## src/hw/ecmt_map.svh

```systemverilog
`ifndef ECMT_MAP_SVH
`define ECMT_MAP_SVH

// ----------------------------------------------------------------------
// Register offsets
// ----------------------------------------------------------------------
`define ECMT_ADDR_CTRL 8'h00
`define ECMT_ADDR_CNT_HI 8'h01
`define ECMT_ADDR_CNT_LO 8'h02
`define ECMT_ADDR_RLD_HI 8'h03
`define ECMT_ADDR_RLD_LO 8'h04
`define ECMT_ADDR_STAT 8'h05
`define ECMT_ADDR_MASK 8'h06

// ----------------------------------------------------------------------
// Control register fields
// ----------------------------------------------------------------------
`define ECMT_CTRL_EN_BIT 7
`define ECMT_CTRL_MODE_BIT 6
`define ECMT_CTRL_POL_BIT 5
`define ECMT_CTRL_OEN_BIT 4
`define ECMT_CTRL_PSCL_MSB 2
`define ECMT_CTRL_PSCL_LSB 0

// ----------------------------------------------------------------------
// Status and mask fields
// ----------------------------------------------------------------------
`define ECMT_STAT_RLD_BIT 0

// ----------------------------------------------------------------------
// Reset values and count constants
// ----------------------------------------------------------------------
`define ECMT_CTRL_RST 8'h00
`define ECMT_CNT_RST 16'h0000
`define ECMT_RLD_RST 16'h0000
`define ECMT_STAT_RST 1'b0
`define ECMT_MASK_RST 1'b0
`define ECMT_CNT_RESTART 16'h0001
`define ECMT_SYNC_STAGES 3

`endif

```

## src/hw/ecmt_pkg.sv

```systemverilog
package ecmt_pkg;

   typedef enum logic [0:0] {
      ECMT_MODE_CONT = 1'b0,
      ECMT_MODE_COUNT = 1'b1
   } ecmt_mode_e;

   typedef struct packed {
      logic [2:0] sync;
      logic filt;
      logic en;
      ecmt_mode_e mode;
      logic pol;
      logic oen;
      logic [2:0] pscl;
      logic [6:0] pdiv;
      logic [15:0] cnt;
      logic [15:0] rld;
      logic [7:0] hold;
      logic tlvl;
      logic stat;
      logic mask;
      logic [7:0] rdata;
      logic irq;
      logic tout;
   } ecmt_state_s;

endpackage

```

## src/hw/ecmt_event_counter.sv

```systemverilog
// Our own choices: the plain strobed port and the placing of the registers.
`timescale 1ns/10ps
`include "ecmt_map.svh"

// What this block does
// - In counter mode the count advances on edges of the timer input pin, not on clock ticks.
// - The input polarity bit picks rising or falling input edges for counting.
// - In counter mode the prescaler is held off so each counted edge adds exactly one.
// - When the count equals the 16-bit reload value the block flags an interrupt and restarts at 0001H.
// - With the output function enabled the output pin inverts at every reload.
// - The polarity bit sets the output level when the timer is enabled, output used or not.
// - A software count value only governs the first pass; every reload restarts at 0001H.
// - Each counted edge adds one, so until the first reload count minus start equals counted edges since enable.
module ecmt_event_counter (
   input wire logic i_clk_sys,
   input wire logic i_nrst,
   input wire logic [7:0] i_addr,
   input wire logic [7:0] i_wdata,
   input wire logic i_wr,
   input wire logic i_rd,
   input wire logic i_tin,
   output logic [7:0] o_rdata,
   output logic o_irq,
   output logic o_tout,
   output logic o_tout_oe_n
);
   import ecmt_pkg::*;

   // ----------------------------------------------------------------------
   // State
   // ----------------------------------------------------------------------
   ecmt_state_s state_ff;
   ecmt_state_s nxt_state;

   // Working terms of the combinational process
   logic sync_agree;
   logic edge_seen;
   logic edge_rising;
   logic edge_counted;
   logic psc_tick;
   logic count_step;
   logic reload_hit;
   logic enable_rise;
   logic [6:0] psc_limit;
   logic wr_ctrl;
   logic wr_cnt_hi;
   logic wr_cnt_lo;
   logic wr_rld_hi;
   logic wr_rld_lo;
   logic wr_stat;
   logic wr_mask;

   // ----------------------------------------------------------------------
   // Next-state logic
   // ----------------------------------------------------------------------
   always_comb begin
      nxt_state = state_ff;

      // Write decode; a write to an unmapped offset is dropped
      wr_ctrl = i_wr && (i_addr == `ECMT_ADDR_CTRL);
      wr_cnt_hi = i_wr && (i_addr == `ECMT_ADDR_CNT_HI);
      wr_cnt_lo = i_wr && (i_addr == `ECMT_ADDR_CNT_LO);
      wr_rld_hi = i_wr && (i_addr == `ECMT_ADDR_RLD_HI);
      wr_rld_lo = i_wr && (i_addr == `ECMT_ADDR_RLD_LO);
      wr_stat = i_wr && (i_addr == `ECMT_ADDR_STAT);
      wr_mask = i_wr && (i_addr == `ECMT_ADDR_MASK);

      // Three-stage synchroniser; stage 0 feeds only stage 1
      nxt_state.sync = {state_ff.sync[1:0], i_tin};

      // A new level is accepted once the last two stages agree
      sync_agree = (state_ff.sync[1] == state_ff.sync[2]);
      edge_seen = sync_agree && (state_ff.sync[2] != state_ff.filt);
      edge_rising = state_ff.sync[2];
      if (edge_seen) begin
         nxt_state.filt = state_ff.sync[2];
      end

      // Polarity 0 counts rising edges, 1 counts falling edges
      edge_counted = edge_seen && (edge_rising != state_ff.pol);

      // ----------------------------------------------------------------
      // Prescaler: divides by 2**pscl in continuous mode only
      // ----------------------------------------------------------------
      psc_limit = 7'((8'h01 << state_ff.pscl) - 8'h01);
      psc_tick = 1'b0;
      if (state_ff.en && (state_ff.mode == ECMT_MODE_CONT)) begin
         if (state_ff.pdiv >= psc_limit) begin
            nxt_state.pdiv = 7'h00;
            psc_tick = 1'b1;
         end else begin
            nxt_state.pdiv = state_ff.pdiv + 7'h01;
         end
      end else begin
         // Held at zero so no divided tick leaks into edge counting
         nxt_state.pdiv = 7'h00;
      end

      // Count source: pin edges in counter mode, divided clock otherwise
      if (state_ff.mode == ECMT_MODE_COUNT) begin
         count_step = state_ff.en && edge_counted;
      end else begin
         count_step = state_ff.en && psc_tick;
      end

      // ----------------------------------------------------------------
      // Counter and reload
      // ----------------------------------------------------------------
      reload_hit = count_step && (state_ff.cnt == state_ff.rld);
      if (reload_hit) begin
         // Restart value is fixed, whatever software loaded first
         nxt_state.cnt = `ECMT_CNT_RESTART;
      end else if (count_step) begin
         nxt_state.cnt = state_ff.cnt + 16'h0001;
      end

      // Software count writes; a write beats a same-cycle step
      if (wr_cnt_hi) begin
         nxt_state.cnt[15:8] = i_wdata;
      end
      if (wr_cnt_lo) begin
         nxt_state.cnt[7:0] = i_wdata;
      end
      if (wr_rld_hi) begin
         nxt_state.rld[15:8] = i_wdata;
      end
      if (wr_rld_lo) begin
         nxt_state.rld[7:0] = i_wdata;
      end

      // ----------------------------------------------------------------
      // Control register and timer output level
      // ----------------------------------------------------------------
      enable_rise = 1'b0;
      if (wr_ctrl) begin
         nxt_state.en = i_wdata[`ECMT_CTRL_EN_BIT];
         nxt_state.mode = ecmt_mode_e'(i_wdata[`ECMT_CTRL_MODE_BIT]);
         nxt_state.pol = i_wdata[`ECMT_CTRL_POL_BIT];
         nxt_state.oen = i_wdata[`ECMT_CTRL_OEN_BIT];
         nxt_state.pscl = i_wdata[`ECMT_CTRL_PSCL_MSB:`ECMT_CTRL_PSCL_LSB];
         enable_rise = i_wdata[`ECMT_CTRL_EN_BIT] && !state_ff.en;
      end

      if (enable_rise) begin
         // Level starts at the polarity bit even with the output unused
         nxt_state.tlvl = i_wdata[`ECMT_CTRL_POL_BIT];
      end else if (reload_hit) begin
         nxt_state.tlvl = !state_ff.tlvl;
      end

      // Pin shows the level only while the output function is on
      nxt_state.tout = nxt_state.oen && nxt_state.tlvl;

      // ----------------------------------------------------------------
      // Interrupt status, mask and request
      // ----------------------------------------------------------------
      if (wr_stat && i_wdata[`ECMT_STAT_RLD_BIT]) begin
         nxt_state.stat = 1'b0;
      end
      // Set placed after clear so a same-cycle reload is not lost
      if (reload_hit) begin
         nxt_state.stat = 1'b1;
      end
      if (wr_mask) begin
         nxt_state.mask = i_wdata[`ECMT_STAT_RLD_BIT];
      end
      nxt_state.irq = nxt_state.stat && nxt_state.mask;

      // ----------------------------------------------------------------
      // Read path, answer one cycle after the strobe
      // ----------------------------------------------------------------
      nxt_state.rdata = 8'h00;
      if (i_rd) begin
         unique case (i_addr)
            `ECMT_ADDR_CTRL: begin
               nxt_state.rdata = {state_ff.en, state_ff.mode, state_ff.pol,
                                  state_ff.oen, 1'b0, state_ff.pscl};
            end
            `ECMT_ADDR_CNT_HI: begin
               // Low byte frozen here so a 16-bit read is coherent if the low-byte read is in the next cycle
               nxt_state.rdata = state_ff.cnt[15:8];
               nxt_state.hold = state_ff.cnt[7:0];
            end
            `ECMT_ADDR_CNT_LO: begin
               nxt_state.rdata = state_ff.hold;
            end
            `ECMT_ADDR_RLD_HI: begin
               nxt_state.rdata = state_ff.rld[15:8];
            end
            `ECMT_ADDR_RLD_LO: begin
               nxt_state.rdata = state_ff.rld[7:0];
            end
            `ECMT_ADDR_STAT: begin
               nxt_state.rdata = {7'h00, state_ff.stat};
            end
            `ECMT_ADDR_MASK: begin
               nxt_state.rdata = {7'h00, state_ff.mask};
            end
            default: begin
               nxt_state.rdata = 8'h00;
            end
         endcase
      end

      // Without a high-byte or low-byte read, the held low byte tracks the live count
      if (!(i_rd && (i_addr == `ECMT_ADDR_CNT_HI))) begin
         if (!(i_rd && (i_addr == `ECMT_ADDR_CNT_LO))) begin
            nxt_state.hold = nxt_state.cnt[7:0];
         end
      end
   end

   // ----------------------------------------------------------------------
   // State register
   // ----------------------------------------------------------------------
   always_ff @(posedge i_clk_sys or negedge i_nrst) begin
      if (!i_nrst) begin
         state_ff.sync <= 3'h0;
         state_ff.filt <= 1'b0;
         state_ff.en <= 1'(`ECMT_CTRL_RST >> `ECMT_CTRL_EN_BIT);
         state_ff.mode <= ECMT_MODE_CONT;
         state_ff.pol <= 1'b0;
         state_ff.oen <= 1'b0;
         state_ff.pscl <= 3'h0;
         state_ff.pdiv <= 7'h00;
         state_ff.cnt <= `ECMT_CNT_RST;
         state_ff.rld <= `ECMT_RLD_RST;
         state_ff.hold <= 8'h00;
         state_ff.tlvl <= 1'b0;
         state_ff.stat <= `ECMT_STAT_RST;
         state_ff.mask <= `ECMT_MASK_RST;
         state_ff.rdata <= 8'h00;
         state_ff.irq <= 1'b0;
         state_ff.tout <= 1'b0;
      end else begin
         state_ff <= nxt_state;
      end
   end

   // ----------------------------------------------------------------------
   // Outputs, each a flip-flop of the state
   // ----------------------------------------------------------------------
   assign o_rdata = state_ff.rdata;
   assign o_irq = state_ff.irq;
   assign o_tout = state_ff.tout;
   assign o_tout_oe_n = !state_ff.oen;

endmodule

```

## config.mk

```make
export PLATFORM = sky130hd
export DESIGN_NAME = ecmt_event_counter
export DESIGN_NICKNAME = d
export VERILOG_FILES = /design/src/hw/ecmt_pkg.sv /design/src/hw/ecmt_event_counter.sv
export VERILOG_INCLUDE_DIRS = /design/src /design/src/hw
export SDC_FILE = /design/constraint.sdc
export NUM_CORES = 1
export LEC_CHECK = 0
export ABC_AREA = 1
export BUFFER_PORTS_ARGS = -buffer_cell sky130_fd_sc_hd__buf_2
export CAP_MARGIN = 20
export CELL_PAD_IN_SITES_DETAIL_PLACEMENT = 1
export CELL_PAD_IN_SITES_GLOBAL_PLACEMENT = 1
export CORE_ASPECT_RATIO = 1.25
export CORE_MARGIN = 5
export CORE_UTILIZATION = 46
export CTS_BUF_LIST = sky130_fd_sc_hd__clkbuf_8
export DETAILED_ROUTE_END_ITERATION = 10
export PLACE_DENSITY_LB_ADDON = 0.15
export SLEW_MARGIN = 10
export SYNTH_ARGS = -nofsm -noshare
export SYNTH_HDL_FRONTEND = slang
export SYNTH_SLANG_ARGS = --single-unit
```

## constraint.sdc

```tcl
create_clock -name i_clk_sys -period 3 [get_ports i_clk_sys]
set_clock_uncertainty 0.1 [all_clocks]
set_input_delay 0.45 -clock i_clk_sys [delete_from_list [all_inputs] [get_ports i_clk_sys]]
set_output_delay 0.45 -clock i_clk_sys [all_outputs]
set_load 0.05 [all_outputs]
```

# Word level (Yosys, flattened, before mapping)
# Index checks and enable logic that the tools add are counted.
# op_classes
add_sub_neg	3
magnitude_cmp	1
eq_ne	10
n_shift	1
muxes	22
bitwise_logic	1
reduce_logical	24
# ops
cell	count
8-bit two-way mux	7
8-bit case mux with 7 select lines	1
16-bit two-way mux	2
8-bit by 3-bit equality test with 1-bit output, second input constant	3
1-bit logical AND	19
16-bit by 1-bit adder with 16-bit output, second input constant	1
16-bit equality test	1
8-bit by 2-bit equality test with 1-bit output, second input constant	2
7-bit two-way mux	2
1-bit two-way mux	9
8-bit by 1-bit equality test with 1-bit output, second input constant	1
8-bit zero test	1
7-bit by 1-bit adder with 7-bit output, second input constant	1
7-bit greater-or-equal comparator	1
1-bit by 3-bit << shifter with 7-bit output, first input constant	1
7-bit by 1-bit subtractor with 7-bit output, second input constant	1
4-bit two-way mux	1
1-bit zero test	3
3-bit nonzero test	1
1-bit != test	2
1-bit equality test	1
1-bit inverter	1
# totals
register_bits	71
input_bits	21
out_inout_bits	11
word_cells	81

# Logic depth before layout (Yosys ltp)
# Gate-level depths: netlist (run 1).
# depth
word_depth	12
ltp_mapped	19
ltp_nobuf	17

# Worst setup path before layout (run 1)
# Ideal clock, no wire load.
# synth_timing
path_kind	register to register
start	register state_ff[62] in the netlist's numbering
end	register state_ff[19] in the netlist's numbering
setup_ns	0.116
t_arrival_ns	1.930
t_required_ns	2.784
path_slack_ns	0.854
stages_incl_launch_ff	17
n_path_buf	2
synth_period_minus_slack_ns	2.146
cell_sequence	dfrtp_1 clkbuf_1 nand3_1 ha_1 nand2_1 inv_1 a21oi_1 nand2_1 nand2_2 nand2_2 buf_6 nand2_1 nand2_1 nand3_1 nand3_1 nand2_1 nand2_1
# synth_rtl
item	line	text
from (decl)	ecmt_event_counter.sv:32	ecmt_state_s state_ff;
from (signal assigned)	ecmt_event_counter.sv:236	state_ff <= nxt_state;

==> run metrics, run 1 <==
vias in the first global route=3976; clk_lat worst skew=around 0.35 ns; H-tree depth=3; setup TNS=0 ns; area of the multi-input gates=around 0.0021 mm²; Nets=599; TritonCTS clock tree=done; Post CTS Setup Buffer Count=0; storage element area=around 0.0018 mm²; Setup-failing EPs final=0; Top Ports=32; initial antenna violation count=0; Synth Flop Type=dfrtp_1; Num CTS Buffers=9; DR iter-0 viols=between 150 and 200; Syn Std Cell Area=0.004205 mm²; Inst Count DP=681; Syn-to-layout area delta=9.075%; Worst Setup End Kind=register; GRT Total Usage=between 20 and 25%; Fillers=1157; max-slew violations=0; outcome=complete, no violations; std cell rows=39; Clock Pin Slew Worst Setup and Hold Paths=0.08 ns; Post-synth top cells=nand2_1 (167), dfrtp_1 (71), inv_1 (57); Post-synth EDFFs=0; Die Area=~0.011 mm²; Final Hold Vio Count=0; Core ar.=about 0.0090 mm²; worst-path maximum fanout=12; Area after DPL=roughly 0.0044 mm²; Num Clock Sinks=71; Mapped Nets=approximately 580; worst min path class=in -> reg; first-pass GRT wire length=20620 µm; DR WL/cell=approximately 18 µm; Detailed Place HPWL=between 9000 and 10000 µm; fmax=about 380 MHz; clock root cell=clkbuf_8; final core utilization=approximately half; Synth Register Bits=a little over 70; antenna cell count=0; chip width=between 90 and 100 µm; reg2reg setup slack=~0.36 ns; max-cap violations=0; critical setup path kind=reg -> reg; Tcrit/Tclk final=between 80% and 90%; post-synthesis sequential area ratio=between 40 and 50%; syn_area_per_cell=a little under 8 µm²; post-route ant nets=0; critical path launch point type=register; Synth area leader=dfrtp_1; Post-Route WL=about 13000 µm; Post-synth ARST share=100.0%; Worst EP arrival=around 2.8 ns; yosys warns=0; Slew HR=about 40%; largest cells by area after synthesis=dfrtp_1 (42%), nand2_1 (15%), xor2_1 (5.2%); PostCTS Resize Cnt=0; Min Clock Period, post-route=2.641 ns; IO Port Bufs=31; pin count of the biggest net entering global routing=between 70 and 80; Vias=3726; Lkg Pwr=~2.3 nW; area share of the largest cell type after synthesis=42.25%; unrepaired setup endpoints after global routing=no; Initial Util=46.58%; DRC=0; design area=0.004587 mm²; maximum vdd ir drop=~330 µV; Critical Path RT=roughly 3.1 ns; Synth Instances=~550; GRT overflow=0; Synth cell types=37; most frequent cell after synthesis=nand2_1; cts hold-fix bufs=0; Pwr Density=roughly 530 mW/mm²; Tot Pwr=~0.0024 W; Least-Margin Pin Slew=0.9046 ns; Die Y=roughly 120 µm; fraction of layout cells with a size suffix above 1=approximately 14%; routability congestion estimate=0.9224; Via-to-Cell Ratio=approximately 5.4; final non-filler cell total=696; drt pass-1 iters=4; clk buf depth=2
[final cells by class]
class                           instances  share of cell area, %
Multi-Input combinational cell        391                  44.84
Sequential cell                        71                  38.73
Inverter                               65                  5.319
Timing Repair Buffer                   31                  3.437
Tap cell                              123                  3.355
Clock buffer                           11                  3.301
Clock inverter                          4                  1.009
[worst max-delay path: stages (launching register included)]
cell and delay, ns:
dfrtp_1 0.45, nor2_1 0.18, nand2_1 0.07, ha_1 0.28
inv_1 0.04, nand2_1 0.05, nand2_1 0.05, nand2_1 0.05
nand2_1 0.07, nand2_1 0.08, nand2_2 0.14, nand2_2 0.26
nand3_2 0.27, nand3_1 0.19, nand3_1 0.08, nand2_1 0.08
nand2_1 0.06
[final timing paths]
path / start / to / cells after the start
min: i_tin / nxt_state[69] / 1
max: state_ff[61] / state_ff[20] / 16
max in group asynchronous: i_nrst / state_ff[32] / 1
min in group asynchronous: i_nrst / state_ff[54] / 1
max reg2reg: state_ff[61] / state_ff[20] / 16
min reg2reg: nxt_state[69] / nxt_state[70] / 0
[registers in the layout, indices dropped and copies added, names as in the netlist]
signal,cells
edge_rising,1
nxt_state,2
o_irq,1
o_rdata,8
o_tout,1
state_ff,58
[cells by family (layout without fill, tap and decap cells)]
logic type               count (synthesis)  after routing  synth area share, %
flip-flops                              71             71                42.25
AND/OR/NAND/NOR                        279            279                30.65
buffers and inverters                   85            111                8.837
AO/OA/AOI/OAI                           76             76                9.967
XOR/XNOR                                27             27                5.623
adder cells (fa/ha/maj)                  9              9                2.678
[cell usage in the layout (no fill, tap or decap), types with 5 or more instances in the layout]
| master | Yosys | layout |
|---|---|---|
| nand2_2 | 8 | 8 |
| o21ai_0 | 38 | 38 |
| buf_2 | 8 | 30 |
| inv_2 | 8 | 8 |
| nand3_1 | 42 | 42 |
| nand4_1 | 5 | 5 |
| a21oi_1 | 16 | 16 |
| ha_1 | 9 | 9 |
| o21ai_1 | 5 | 5 |
| inv_1 | 57 | 58 |
| a31oi_1 | 7 | 7 |
| clkbuf_8 | 0 | 11 |
| nor2_1 | 29 | 29 |
| nor3_1 | 6 | 6 |
| xor2_1 | 25 | 25 |
| dfrtp_1 | 71 | 71 |
| nand2_1 | 167 | 167 |
| nor2_4 | 6 | 6 |
[metrics by stage]
step                      hold slack (ns)  setup WS [ns]
after floorplan                   0.05441         0.8535
after global placement             0.2358         0.5526
after detailed placement           0.2629         0.3962
after CTS                         0.08933         0.3504
after global routing              0.08947        0.05465
final                             0.09775         0.3587
[layer usage]
layer  wire length, µm  share of wire (%)  vias to the layer above  GRT usage, %
li1                  -                  -                     1803             -
met1              5554                 44                     1842         31.41
met2              6391                 51                       67         42.81
met3               386                3.1                       14         3.581
met4               244                1.9                        0         6.736
met5                 0                  0                        -             0
[power by group]
group	total (W)	switching, W	internal [W]
Clock	0.000795	0.000374	0.000421
Combinational	0.000451	0.000301	0.000151
Sequential	0.00118	0.000131	0.00105
Power figures use the tool's default switching activity.
==> run 2, diff against run 1 <==
--- a/config.mk
+++ b/config.mk
@@ -17,6 +17,7 @@
 export CTS_BUF_LIST = sky130_fd_sc_hd__clkbuf_8
 export DETAILED_ROUTE_END_ITERATION = 10
 export PLACE_DENSITY_LB_ADDON = 0.15
+export RECOVER_POWER = 100
 export SLEW_MARGIN = 10
 export SYNTH_ARGS = -nofsm -noshare
 export SYNTH_HDL_FRONTEND = slang
==> run metrics, run 2 (synthesized netlist as in run 1, its figures left out) <==
outcome=complete, but fails checks; failing checks=capacitance limit, slew limit; critical setup path kind=reg -> reg; Tot Pwr=0.002420 W (-0.42%); vias in the first global route=3976 (unchanged); Setup crit start=state_ff[61]; Nets=599 (unchanged); Top Ports=32 (unchanged); hold_sp=i_tin; max-slew violations=72 (+72); routing usage on met3=3.581% (unchanged); Clock Pin Slew Worst Setup and Hold Paths=0.08 ns (about the same); DR iter-0 viols=179 (-6.8%); Worst EP arrival=2.77 ns (about the same); post-route ant nets=0 (unchanged); GRT Total Usage=24.46% (unchanged); Slew HR=-18.87% (-59 points); clk buf depth=2 (unchanged); pin count of the biggest net entering global routing=72 (unchanged); H-tree depth=3 (unchanged); most frequent cells in the layout=nand2_1 (172), dfrtp_1 (71), inv_1 (59); maximum vdd ir drop=329.9 µV (-0.56%); reg2reg setup slack=0.36 ns (about the same); setup TNS=0 ns (unchanged); DR WL/cell=18.03 µm (-0.21%); Least-Margin Pin Slew=1.783 ns (+0.8785 ns); Post-Route WL=12550 µm (-0.21%); Detailed Place HPWL=9845 µm (unchanged); Internal=0.001622 W (-0.21%); Pwr Density=534.5 mW/mm² (+0.87%); critical path launch point type=register; unrepaired setup endpoints after global routing=no; Post CTS Setup Buffer Count=0 (unchanged); Critical Path RT=3.14 ns (about the same); routability congestion estimate=0.9224 (unchanged); routing usage on met1=31.41% (unchanged); busiest grt layer=met2; FF-to-FF Start=state_ff[61]; GRT overflow=0 (unchanged); fmax=379.1 MHz (+0.12%); IO Port Bufs=31 (unchanged); Min Clock Period, post-route=2.638 ns (-0.003133 ns); clk_lat worst skew=0.35 ns (about the same); most common cell after layout, fill and taps aside=nand2_1; met2 GRT Util=42.81% (unchanged); worst-path maximum fanout=12 (unchanged); max reg flops=58 (unchanged); Switch Pwr=0.0007986 W (-0.84%); Num Clock Sinks=71 (unchanged); fraction of layout cells with a size suffix above 1=9.948% (-3.7 points); Setup-failing EPs final=0 (unchanged); initial antenna violation count=0 (unchanged); Die Y=116.9 µm (unchanged); chip width=95.52 µm (unchanged); PostCTS Resize Cnt=0 (unchanged); DRC=0 (unchanged); first-pass GRT wire length=20620 µm (unchanged); Comb pwr share=18.4% (-0.2 points); Clock Power Share=32.7% (about the same); Die Area=0.01117 mm² (unchanged); Initial Util=46.58% (unchanged); Final Hold Vio Count=0 (unchanged); Core ar.=0.009027 mm² (unchanged); switching share of power=33.00% (-0.14 points); Worst Setup End Kind=register; clock root cell=clkbuf_8; Num CTS Buffers=9 (unchanged); TritonCTS clock tree=done; antenna cell count=0 (unchanged); Tcrit/Tclk final=87.94% (-0.10 points); cts hold-fix bufs=0 (unchanged); max-cap violations=1 (+1); Lkg Pwr=2.268 nW (-2.1%); Vias=3714 (-0.32%); worst min path class=in -> reg; Via-to-Cell Ratio=5.336 (-0.32%); Syn-to-layout area delta=7.676%; Seq pwr share=48.9% (+0.2 points); Top reg by flops=state_ff; std cell rows=39 (unchanged); drt pass-1 iters=4 (unchanged)
[run 2: cell count changes in the layout (fill, tap and decap cells not counted), sizes merged]
cell    delta
clkbuf    +12
buf       -12
[run 2: worst paths after layout]
path,cells after the start,to
worst max-delay path,16,state_ff[20]
worst min-delay path,1,nxt_state[69]
worst max register to register,16,state_ff[20]
worst min register to register,0,nxt_state[70]
max in group asynchronous,1,state_ff[32]
min in group asynchronous,1,state_ff[54]
[run 2: area by class of cell]
class / instances / area (µm²)
clock inverters: 4 / 46.29
multi-input cells: 391 / 2014
repair buffers: 31 / 141.4
inverters: 65 / 244.0
well taps: 123 / 153.9
flip-flops and latches: 71 / 1777
fillers: 1162 / 4499
clock buffers: 11 / 151.4
[run 2: through the flow]
stage          hold slack (ns)  std cells  instance area (µm²)  setup slack, ns  util [%]
3_5_place_dp            0.2629        681                 4389           0.3962     48.62
5_1_grt                0.08947        696                 4528          0.07666     50.16
3_3_place_gp            0.2358        681                 4389           0.5526     48.62
2_1_floorplan          0.05441        547                 4205           0.8535         -
6_report                0.1020        696                 4528           0.3619     50.16
4_1_cts                0.08933        696                 4587           0.3504     50.81
[run 2: critical path, stage by stage (launching register included)]
cell and delay (ns):
dfrtp_1 0.45, nor2_1 0.18, nand2_1 0.07, ha_1 0.28, inv_1 0.04, nand2_1 0.05
nand2_1 0.05, nand2_1 0.05, nand2_1 0.07, nand2_1 0.08, nand2_2 0.14, nand2_2 0.26
nand3_2 0.27, nand3_1 0.19, nand3_1 0.08, nand2_1 0.08, nand2_1 0.06
[run 2: power by group through the flow]
stage	combinational, W	sequential (W)	clock, W
after floorplan	0.000313	0.00116	0
after global placement	0.000432	0.00119	0
after detailed placement	0.000454	0.00120	0
after CTS	0.000457	0.00118	0.000803
after global routing	0.000508	0.00120	0.000850
final	0.000445	0.00118	0.000791
[run 2: routing by layer]
layer | up-vias | routed length (µm)
li1 | 1802 | -
met1 | 1842 | 5449
met2 | 58 | 6491
met3 | 12 | 385
met4 | 0 | 223
met5 | - | 0
